$ cat src/hw/apc_pkg.sv
package apc_pkg;

    // ****************************************************************
    // Register indices (byte address is four times the index)
    // ****************************************************************
    localparam logic [7:0] IDX_GREEN_OFFSET_HIGH  = 8'h1A;
    localparam logic [7:0] IDX_GREEN_OFFSET_LOW   = 8'h1B;
    localparam logic [7:0] IDX_BLUE_OFFSET_HIGH   = 8'h1C;
    localparam logic [7:0] IDX_BLUE_OFFSET_LOW    = 8'h1D;
    localparam logic [7:0] IDX_LINE_LENGTH_HIGH   = 8'h1E;
    localparam logic [7:0] IDX_LINE_LENGTH_LOW    = 8'h1F;
    localparam logic [7:0] IDX_SAMPLING_PHASE     = 8'h20;
    localparam logic [7:0] IDX_COAST_BEFORE_VSYNC = 8'h21;
    localparam logic [7:0] IDX_COAST_AFTER_VSYNC  = 8'h22;
    localparam logic [7:0] IDX_PLL_OPTIONS        = 8'h23;
    localparam logic [7:0] IDX_CLAMP_START_HIGH   = 8'h24;
    localparam logic [7:0] IDX_CLAMP_START_LOW    = 8'h25;
    localparam logic [7:0] IDX_CLAMP_WIDTH        = 8'h26;
    localparam logic [7:0] IDX_LOOP_CONTROL       = 8'h30;
    localparam logic [7:0] IDX_LINE_LENGTH_STATUS = 8'h31;

    // ****************************************************************
    // Bus layout
    // ****************************************************************
    localparam int ADDR_WIDTH = 12;
    localparam int IDX_LSB    = 2;

    localparam logic [1:0] RESP_OKAY   = 2'h0;
    localparam logic [1:0] RESP_SLVERR = 2'h2;

    // ****************************************************************
    // Values after reset
    // ****************************************************************
    localparam logic [7:0] RST_OFFSET_HIGH        = 8'h80;
    localparam logic [7:0] RST_OFFSET_LOW         = 8'h00;
    localparam logic [5:0] RST_LINE_LENGTH_HIGH   = 6'h06;
    localparam logic [7:0] RST_LINE_LENGTH_LOW    = 8'h98;
    localparam logic [5:0] RST_SAMPLING_PHASE     = 6'h00;
    localparam logic [7:0] RST_COAST_BEFORE_VSYNC = 8'h04;
    localparam logic [7:0] RST_COAST_AFTER_VSYNC  = 8'h04;
    localparam logic [4:0] RST_PLL_OPTIONS        = 5'h00;
    localparam logic [5:0] RST_CLAMP_START_HIGH   = 6'h00;
    localparam logic [7:0] RST_CLAMP_START_LOW    = 8'h02;
    localparam logic [7:0] RST_CLAMP_WIDTH        = 8'h10;
    localparam logic       RST_LOOP_ENABLE        = 1'b1;

    // ****************************************************************
    // Field positions
    // ****************************************************************
    localparam int OPT_LOCK_EDGE    = 0;
    localparam int OPT_INVERT_EN    = 1;
    localparam int OPT_COAST_SEL    = 2;
    localparam int OPT_COAST_POL    = 3;
    localparam int OPT_EXT_CLOCK    = 4;
    localparam int OFFSET_LOW_MSB   = 7;
    localparam int OFFSET_LOW_LSB   = 6;
    localparam int LOOP_ENABLE_BIT  = 0;

endpackage : apc_pkg

$ cat src/hw/apc_config_regs.sv
// Function
// - 14-bit line length split; low write applies
// - Six-bit sampling phase field
// - Eight-bit coast lines before vsync, default 4
// - Eight-bit coast lines after vsync, default 4
// - Options bit0 selects lock edge
// - Options bit1 gates clock invert input
// - Options bit2 selects external coast source
// - Options bit3 sets external coast polarity
// - Options bit4 selects external pixel clock
// - 14-bit clamp start pixel, default 2
// - Eight-bit clamp width, default 0x10
// - Zero width never connects clamp DAC
// - Green high byte: DAC or digital offset
// - Blue high byte: DAC or digital offset
// - Offset low bits 7:6 give LSBs
// - Loop off: DAC used, adder adds nothing
module apc_config_regs
    import apc_pkg::*;
(
    input  wire logic        aclk,
    input  wire logic        aresetn,
    input  wire logic [apc_pkg::ADDR_WIDTH-1:0] s_axi_awaddr,
    input  wire logic        s_axi_awvalid,
    output logic             s_axi_awready,
    input  wire logic [31:0] s_axi_wdata,
    input  wire logic [3:0]  s_axi_wstrb,
    input  wire logic        s_axi_wvalid,
    output logic             s_axi_wready,
    output logic [1:0]       s_axi_bresp,
    output logic             s_axi_bvalid,
    input  wire logic        s_axi_bready,
    input  wire logic [apc_pkg::ADDR_WIDTH-1:0] s_axi_araddr,
    input  wire logic        s_axi_arvalid,
    output logic             s_axi_arready,
    output logic [31:0]      s_axi_rdata,
    output logic [1:0]       s_axi_rresp,
    output logic             s_axi_rvalid,
    input  wire logic        s_axi_rready,
    input  wire logic        clock_invert_input,
    input  wire logic        coast_input,
    output logic [13:0]      line_length_pixels,
    output logic [5:0]       sampling_phase,
    output logic [7:0]       coast_before_vsync,
    output logic [7:0]       coast_after_vsync,
    output logic             lock_to_leading_edge,
    output logic             clock_invert_active,
    output logic             coast_from_external,
    output logic             coast_external_active,
    output logic             use_external_pixel_clock,
    output logic [13:0]      clamp_start_pixel,
    output logic [7:0]       clamp_width,
    output logic             clamp_enable,
    output logic [9:0]       green_offset_dac,
    output logic [7:0]       green_digital_offset,
    output logic [9:0]       blue_offset_dac,
    output logic [7:0]       blue_digital_offset,
    output logic             auto_black_level_loop
);
    import apc_pkg::*;

    // ****************************************************************
    // State
    // ****************************************************************
    typedef struct packed {
        logic [7:0]  green_high;
        logic [1:0]  green_low;
        logic [7:0]  blue_high;
        logic [1:0]  blue_low;
        logic [5:0]  len_high;
        logic [7:0]  len_low;
        logic [13:0] len_applied;
        logic [5:0]  phase;
        logic [7:0]  coast_pre;
        logic [7:0]  coast_post;
        logic [4:0]  options;
        logic [5:0]  start_high;
        logic [7:0]  start_low;
        logic [7:0]  width;
        logic        loop_en;
        logic [2:0]  inv_sync;
        logic        inv_level;
        logic [2:0]  coast_sync;
        logic        coast_level;
        logic        aw_full;
        logic [7:0]  aw_idx;
        logic        w_full;
        logic [7:0]  w_data;
        logic        w_lane;
        logic        awready;
        logic        wready;
        logic        bvalid;
        logic [1:0]  bresp;
        logic        arready;
        logic        rvalid;
        logic [31:0] rdata;
        logic [1:0]  rresp;
        logic        o_inv;
        logic        o_coast;
        logic        o_clamp_en;
        logic [9:0]  o_g_dac;
        logic [7:0]  o_g_dig;
        logic [9:0]  o_b_dac;
        logic [7:0]  o_b_dig;
    } apc_state_t;

    apc_state_t st_reg;
    apc_state_t st_next;

    function automatic logic idx_mapped(input logic [7:0] idx);
        idx_mapped = (idx >= IDX_GREEN_OFFSET_HIGH && idx <= IDX_CLAMP_WIDTH) ||
                     idx == IDX_LOOP_CONTROL || idx == IDX_LINE_LENGTH_STATUS;
    endfunction

    function automatic logic [7:0] read_reg(input apc_state_t s, input logic [7:0] idx);
        case (idx)
            IDX_GREEN_OFFSET_HIGH:  read_reg = s.green_high;
            IDX_GREEN_OFFSET_LOW:   read_reg = {s.green_low, 6'h00};
            IDX_BLUE_OFFSET_HIGH:   read_reg = s.blue_high;
            IDX_BLUE_OFFSET_LOW:    read_reg = {s.blue_low, 6'h00};
            IDX_LINE_LENGTH_HIGH:   read_reg = {2'h0, s.len_high};
            IDX_LINE_LENGTH_LOW:    read_reg = s.len_low;
            IDX_SAMPLING_PHASE:     read_reg = {2'h0, s.phase};
            IDX_COAST_BEFORE_VSYNC: read_reg = s.coast_pre;
            IDX_COAST_AFTER_VSYNC:  read_reg = s.coast_post;
            IDX_PLL_OPTIONS:        read_reg = {3'h0, s.options};
            IDX_CLAMP_START_HIGH:   read_reg = {2'h0, s.start_high};
            IDX_CLAMP_START_LOW:    read_reg = s.start_low;
            IDX_CLAMP_WIDTH:        read_reg = s.width;
            IDX_LOOP_CONTROL:       read_reg = {7'h00, s.loop_en};
            default:                read_reg = 8'h00;
        endcase
    endfunction

    // ****************************************************************
    // Next state
    // ****************************************************************
    always_comb begin
        logic [7:0] ar_idx;
        logic       do_write;
        ar_idx   = s_axi_araddr[IDX_LSB +: 8];
        do_write = 1'b0;
        st_next  = st_reg;

        // Three-stage pin synchronisers; a level counts once stages two and three agree
        st_next.inv_sync   = {st_reg.inv_sync[1:0], clock_invert_input};
        st_next.coast_sync = {st_reg.coast_sync[1:0], coast_input};
        if (st_reg.inv_sync[1] == st_reg.inv_sync[2]) begin
            st_next.inv_level = st_reg.inv_sync[2];
        end
        if (st_reg.coast_sync[1] == st_reg.coast_sync[2]) begin
            st_next.coast_level = st_reg.coast_sync[2];
        end

        // Write address and data may arrive in either order
        if (s_axi_awvalid && st_reg.awready) begin
            st_next.aw_full = 1'b1;
            st_next.aw_idx  = s_axi_awaddr[IDX_LSB +: 8];
        end
        if (s_axi_wvalid && st_reg.wready) begin
            st_next.w_full = 1'b1;
            st_next.w_data = s_axi_wdata[7:0];
            st_next.w_lane = s_axi_wstrb[0];
        end
        if (st_reg.bvalid && s_axi_bready) begin
            st_next.bvalid = 1'b0;
        end
        if (st_next.aw_full && st_next.w_full && !st_next.bvalid) begin
            st_next.aw_full = 1'b0;
            st_next.w_full  = 1'b0;
            st_next.bvalid  = 1'b1;
            st_next.bresp   = idx_mapped(st_next.aw_idx) ? RESP_OKAY : RESP_SLVERR;
            do_write        = st_next.w_lane;
        end

        if (do_write) begin
            case (st_next.aw_idx)
                IDX_GREEN_OFFSET_HIGH:  st_next.green_high = st_next.w_data;
                IDX_GREEN_OFFSET_LOW:   st_next.green_low  = st_next.w_data[OFFSET_LOW_MSB:OFFSET_LOW_LSB];
                IDX_BLUE_OFFSET_HIGH:   st_next.blue_high  = st_next.w_data;
                IDX_BLUE_OFFSET_LOW:    st_next.blue_low   = st_next.w_data[OFFSET_LOW_MSB:OFFSET_LOW_LSB];
                IDX_LINE_LENGTH_HIGH:   st_next.len_high   = st_next.w_data[5:0];
                IDX_LINE_LENGTH_LOW: begin
                    st_next.len_low     = st_next.w_data;
                    // Divider sees both bytes at once, never a half-updated length
                    st_next.len_applied = {st_reg.len_high, st_next.w_data};
                end
                IDX_SAMPLING_PHASE:     st_next.phase      = st_next.w_data[5:0];
                IDX_COAST_BEFORE_VSYNC: st_next.coast_pre  = st_next.w_data;
                IDX_COAST_AFTER_VSYNC:  st_next.coast_post = st_next.w_data;
                IDX_PLL_OPTIONS:        st_next.options    = st_next.w_data[4:0];
                IDX_CLAMP_START_HIGH:   st_next.start_high = st_next.w_data[5:0];
                IDX_CLAMP_START_LOW:    st_next.start_low  = st_next.w_data;
                IDX_CLAMP_WIDTH:        st_next.width      = st_next.w_data;
                IDX_LOOP_CONTROL:       st_next.loop_en    = st_next.w_data[LOOP_ENABLE_BIT];
                default: begin
                end
            endcase
        end

        // Hold off new address and data while a response is still owed
        st_next.awready = !st_next.aw_full && !st_next.bvalid;
        st_next.wready  = !st_next.w_full && !st_next.bvalid;

        // Read channel: one read outstanding, answered on the next edge
        if (st_reg.rvalid && s_axi_rready) begin
            st_next.rvalid = 1'b0;
        end
        if (s_axi_arvalid && st_reg.arready) begin
            st_next.rvalid = 1'b1;
            st_next.rresp  = idx_mapped(ar_idx) ? RESP_OKAY : RESP_SLVERR;
            if (ar_idx == IDX_LINE_LENGTH_STATUS) begin
                st_next.rdata = {18'h0_0000, st_reg.len_applied};
            end else begin
                st_next.rdata = {24'h00_0000, read_reg(st_reg, ar_idx)};
            end
        end
        st_next.arready = !st_next.rvalid;

        // Derived outputs, registered so every port leaves a flip-flop
        st_next.o_inv      = st_next.options[OPT_INVERT_EN] && st_next.inv_level;
        st_next.o_coast    = st_next.options[OPT_COAST_SEL] &&
                             (st_next.coast_level ^ st_next.options[OPT_COAST_POL]);
        st_next.o_clamp_en = st_next.width != 8'h00;
        if (st_next.loop_en) begin
            // Digital offset path; DAC parked at mid-scale
            st_next.o_g_dac = {RST_OFFSET_HIGH, 2'h0};
            st_next.o_b_dac = {RST_OFFSET_HIGH, 2'h0};
            st_next.o_g_dig = st_next.green_high;
            st_next.o_b_dig = st_next.blue_high;
        end else begin
            st_next.o_g_dac = {st_next.green_high, st_next.green_low};
            st_next.o_b_dac = {st_next.blue_high, st_next.blue_low};
            // Adder adds zero; same register stage either way keeps the delay equal
            st_next.o_g_dig = 8'h00;
            st_next.o_b_dig = 8'h00;
        end

        if (!aresetn) begin
            st_next             = '0;
            st_next.green_high  = RST_OFFSET_HIGH;
            st_next.green_low   = RST_OFFSET_LOW[OFFSET_LOW_MSB:OFFSET_LOW_LSB];
            st_next.blue_high   = RST_OFFSET_HIGH;
            st_next.blue_low    = RST_OFFSET_LOW[OFFSET_LOW_MSB:OFFSET_LOW_LSB];
            st_next.len_high    = RST_LINE_LENGTH_HIGH;
            st_next.len_low     = RST_LINE_LENGTH_LOW;
            st_next.len_applied = {RST_LINE_LENGTH_HIGH, RST_LINE_LENGTH_LOW};
            st_next.phase       = RST_SAMPLING_PHASE;
            st_next.coast_pre   = RST_COAST_BEFORE_VSYNC;
            st_next.coast_post  = RST_COAST_AFTER_VSYNC;
            st_next.options     = RST_PLL_OPTIONS;
            st_next.start_high  = RST_CLAMP_START_HIGH;
            st_next.start_low   = RST_CLAMP_START_LOW;
            st_next.width       = RST_CLAMP_WIDTH;
            st_next.loop_en     = RST_LOOP_ENABLE;
            st_next.bresp       = RESP_OKAY;
            st_next.rresp       = RESP_OKAY;
            st_next.o_clamp_en  = 1'b1;
            st_next.o_g_dac     = {RST_OFFSET_HIGH, 2'h0};
            st_next.o_b_dac     = {RST_OFFSET_HIGH, 2'h0};
            st_next.o_g_dig     = RST_OFFSET_HIGH;
            st_next.o_b_dig     = RST_OFFSET_HIGH;
        end
    end

    always_ff @(posedge aclk) begin
        st_reg <= st_next;
    end

    // ****************************************************************
    // Outputs
    // ****************************************************************
    assign s_axi_awready            = st_reg.awready;
    assign s_axi_wready             = st_reg.wready;
    assign s_axi_bvalid             = st_reg.bvalid;
    assign s_axi_bresp              = st_reg.bresp;
    assign s_axi_arready            = st_reg.arready;
    assign s_axi_rvalid             = st_reg.rvalid;
    assign s_axi_rdata              = st_reg.rdata;
    assign s_axi_rresp              = st_reg.rresp;
    assign line_length_pixels       = st_reg.len_applied;
    assign sampling_phase           = st_reg.phase;
    assign coast_before_vsync       = st_reg.coast_pre;
    assign coast_after_vsync        = st_reg.coast_post;
    assign lock_to_leading_edge     = st_reg.options[OPT_LOCK_EDGE];
    assign clock_invert_active      = st_reg.o_inv;
    assign coast_from_external      = st_reg.options[OPT_COAST_SEL];
    assign coast_external_active    = st_reg.o_coast;
    assign use_external_pixel_clock = st_reg.options[OPT_EXT_CLOCK];
    assign clamp_start_pixel        = {st_reg.start_high, st_reg.start_low};
    assign clamp_width              = st_reg.width;
    assign clamp_enable             = st_reg.o_clamp_en;
    assign green_offset_dac         = st_reg.o_g_dac;
    assign green_digital_offset     = st_reg.o_g_dig;
    assign blue_offset_dac          = st_reg.o_b_dac;
    assign blue_digital_offset      = st_reg.o_b_dig;
    assign auto_black_level_loop    = st_reg.loop_en;

endmodule // apc_config_regs

$ cat config.mk
export PLATFORM = sky130hd
export DESIGN_NAME = apc_config_regs
export DESIGN_NICKNAME = d
export VERILOG_FILES = /design/src/hw/apc_pkg.sv /design/src/hw/apc_config_regs.sv
export SDC_FILE = /design/constraint.sdc
export NUM_CORES = 1
export LEC_CHECK = 0
export BUFFER_PORTS_ARGS = -buffer_cell sky130_fd_sc_hd__buf_2
export CAP_MARGIN = 20
export CORE_UTILIZATION = 48
export DETAILED_ROUTE_END_ITERATION = 16
export HOLD_SLACK_MARGIN = 0.03
export PLACE_DENSITY = 0.76
export SLEW_MARGIN = 20
export SYNTH_ARGS = -nofsm -noshare
export SYNTH_HDL_FRONTEND = slang
export SYNTH_SLANG_ARGS = --single-unit
$ cat constraint.sdc
create_clock -name aclk -period 2.3 [get_ports aclk]
set_clock_uncertainty 0.1 [all_clocks]
set_input_delay 0.115 -clock aclk [delete_from_list [all_inputs] [get_ports aclk]]
set_output_delay 0.115 -clock aclk [all_outputs]
set_load 0.02 [all_outputs]
==> impl_metrics.ini <==
[outcome]
result_of_the_run = finished with violations
failed_checks = negative setup slack

[pwr]
totalPowerFinal_w = 0.00646
p_leak_nw = 4.07
peakVddDrop_v = 0.000605
power.density_nw_per_um2 = 681

[setup_path]
crit_start = s_axi_awready
timing.critical_path.from_type = register
slowest_delay_ns = 0.38
path_cells = and2_4 > mux2_4 > a2111o_1 > nor3b_2 > buf_6 > mux2i_2 > buf_4 > nor2_1
cp.depth = 8
crit_path_max_delay_family = multiplexers
rr_startpoint = s_axi_awready
cp-endpoint = st_reg[191]
regToRegEndpoint = st_reg[191]
setup.reg_to_reg.worst_slack_ns = -0.1
critPathMaxFanout = 8
timing.critical_path.buf_inv = 2
critPathKind = reg -> reg
required_ns = 2.52
cp-end-kind = register
worst_ep_arrival_time_ns = 2.61
r2r.worst_path.cells = 8
worst_path_max_delay_cell = sky130_fd_sc_hd__dfxtp_4

[timing]
final_period_minus_worst_setup_slack_ns = 2.40
worst_slack_ns = -0.0951
fin_tns_setup_ns = -1.29
max_clock_freq_mhz = 418
setup_viol = 51
fin_crit_sh = 1.04
tightestPinTransition_ns = 0.515
max_slew_margin = 0.653
timing.final.hold_violations = 0
finalMaxSlewViolations = 0
rsz0062_at_grt = true

[detailed_routing]
wl_mm = 22.9
dr.pass1.iters = 8
drc_errors = 0
via_per_inst = 5.51
via_count = 6926
postRouteAntennaNets = 0
wl_per_cell_microns = 18.2
detailedRoute.firstIterationViolations = 700

[clock_tree]
clock_sinks = 177
cts_root_buf = sky130_fd_sc_hd__clkbuf_16
cts_inserted_buffers = 17
tritoncts = built
cts_max_path_buffers = 2
cts.clk_slew.worst_paths_ns = 0.07
h-tree-depth = 4
clock_insertion_delay_worst_skew_ns = 0.44

[die]
ios = 211
die-height_microns = 132
placeableCoreArea_sq_um = 16500
fp-row-count = 47
die_extent_in_x_microns = 132
floorplan.initialDensity = 0.491
design.die.area_sq_um = 17400

[yosys]
dominant_combinational_cell_family_by_area_after_synthesis = simple AND/OR/NAND/NOR gates
synth_compound_gate_area_share = 0.132
ys.flop_type = sky130_fd_sc_hd__dfxtp_1
synthesis.yosys.warnings = 0
seq_area_frac_synth = 0.437
yosys.area_share.adder = 0.00123
synth_enable_flop_cells = 0
synth_seq_cells = 177
syn_inst = 932
syn_area_sq_um = 8110
synth_async_sr_flop_share = 0
post_synth.cell_area_avg_sq_um = 8.70
synth_simple_gate_area_share = 0.191
share_of_synthesized_area_spent_on_multiplexers = 0.0834
yosysUniqueCellTypes = 64
synth_xor_xnor_area_share = 0

[final_layout]
largest_reg_flops = 62
layout_cell_share_with_drive_strength_beyond_1 = 0.302
final_util = 0.575
final_non_filler_cell_area_sq_um = 9500
design.final.nets = 1093
insertedDiodeCount = 0
layout-area-overhead-vs-synth_pct = 17.1

[worst_hold_path]
worst_hold_path_type = in -> reg

[global_routing]
grt_use_total = 0.263
grt_first_pass_wirelength_mm = 35.2
antenna_found_initial = 0
grt_start_max_net_pins = 57
via_count_of_the_first_global_routing_pass = 6487
globalRouteOverflowTotal = 0

[job]
maxCapViolCount = 0

[place]
detailed_place.area_sq_um = 8560
place.detailed.hpwl_mm = 15.9
port_buffers = 155
routabilityCongestion = 0.938
synth_stat cells, types with 9 or more instances:
library cell	count	area (sq um)
sky130_fd_sc_hd__mux2_2	11	124
sky130_fd_sc_hd__and2_1	17	106
sky130_fd_sc_hd__nand3_1	12	60.1
sky130_fd_sc_hd__nor2_1	138	518
sky130_fd_sc_hd__buf_4	131	983
sky130_fd_sc_hd__a22oi_1	19	143
sky130_fd_sc_hd__clkbuf_1	43	161
sky130_fd_sc_hd__nand2_1	39	146
sky130_fd_sc_hd__a21oi_1	77	385
sky130_fd_sc_hd__mux2i_1	53	531
sky130_fd_sc_hd__dfxtp_1	177	3540
sky130_fd_sc_hd__o21ai_0	33	165
sky130_fd_sc_hd__and3_1	9	56.3
sky130_fd_sc_hd__nor3_1	53	265
sky130_fd_sc_hd__a31oi_1	10	62.6
worst min-delay path by stage:
stage,from,endpoint,slack [ns],cells past startpoint
floorplan,coast_input,st_reg[100],0.14,1
global placement,coast_input,st_reg[100],0.22,2
detailed placement,coast_input,st_reg[100],0.23,2
CTS,s_axi_awaddr[4],st_reg[92],0.07,4
global route,s_axi_wdata[2],st_reg[181],0.11,4
finish,s_axi_wdata[2],st_reg[181],0.10,4
per-stage QoR:
stage / hold WS, ns / worst slack (ns) / instances
after global placement: 0.221 / -0.0448 / 1204
after CTS: 0.0747 / -0.0312 / 1252
after detailed placement: 0.226 / -0.116 / 1204
after floorplan: 0.142 / -0.00766 / 951
final: 0.105 / -0.0951 / 1257
after global routing: 0.112 / -0.183 / 1257
routing by layer:
metal  global-route usage  share of wire  up-vias
li1                     -              -     3254
met1                0.336           0.41     3290
met2                0.431           0.47      333
met3               0.0596          0.086       49
met4                0.105          0.028        0
met5                    0              0        -
cells by family after synthesis:
family,after synthesis
AO/OA/AOI/OAI,176
adder cells (fa/ha/maj),1
buffers and inverters,192
flip-flops,177
multiplexers,65
other,1
AND/OR/NAND/NOR,320
worst reg2reg max path, stage by stage (launching register included):
cell and delay (ns):
sky130_fd_sc_hd__dfxtp_4 0.38, sky130_fd_sc_hd__and2_4 0.17, sky130_fd_sc_hd__mux2_4 0.31, sky130_fd_sc_hd__a2111o_1 0.38, sky130_fd_sc_hd__nor3b_2 0.24, sky130_fd_sc_hd__buf_6 0.23
sky130_fd_sc_hd__mux2i_2 0.25, sky130_fd_sc_hd__buf_4 0.17, sky130_fd_sc_hd__nor2_1 0.04
cell type report:
cell class | instances | area [sq um]
Clock buffer | 22 | 464
Clock inverter | 10 | 75.1
Fill cell | 1450 | 7030
Inverter | 3 | 11.3
Multi-Input combinational cell | 582 | 3590
Sequential cell | 177 | 3550
Tap cell | 220 | 275
Timing Repair Buffer | 243 | 1540
cells in the final DEF (no fill, tap or decap), types with 5 or more instances in the layout:
master / count
sky130_fd_sc_hd__nand2b_1: 7
sky130_fd_sc_hd__dlygate4sd3_1: 16
sky130_fd_sc_hd__a211oi_1: 6
sky130_fd_sc_hd__buf_2: 155
sky130_fd_sc_hd__clkbuf_16: 17
sky130_fd_sc_hd__a21oi_1: 77
sky130_fd_sc_hd__nand3_1: 12
sky130_fd_sc_hd__buf_4: 64
sky130_fd_sc_hd__o21ai_0: 30
sky130_fd_sc_hd__a22oi_1: 19
sky130_fd_sc_hd__dfxtp_1: 176
sky130_fd_sc_hd__and2_1: 16
sky130_fd_sc_hd__nor3_1: 52
sky130_fd_sc_hd__a31oi_1: 10
sky130_fd_sc_hd__nand2_1: 38
sky130_fd_sc_hd__nor2b_1: 8
sky130_fd_sc_hd__and3_1: 8
sky130_fd_sc_hd__nor2_1: 133
sky130_fd_sc_hd__mux2i_1: 38
sky130_fd_sc_hd__nand3b_1: 5
sky130_fd_sc_hd__conb_1: 20
sky130_fd_sc_hd__mux2i_4: 5
sky130_fd_sc_hd__mux2i_2: 10
sky130_fd_sc_hd__mux2_2: 10
repair_timing:
item	in CTS	in global routing
buffers inserted	0	5
hold buffers	16	0
endpoints found under the setup margin	54	99
resized for setup	18	29
hold endpoints to repair	32	0
pin swaps	1	5
where the power goes:
group	switching, W	internal, W	total [W]
combinational	0.000420	0.000237	0.000657
clock	0.00122	0.00145	0.00267
sequential	0.0000282	0.00311	0.00314
(Power assumes the default switching activity.)
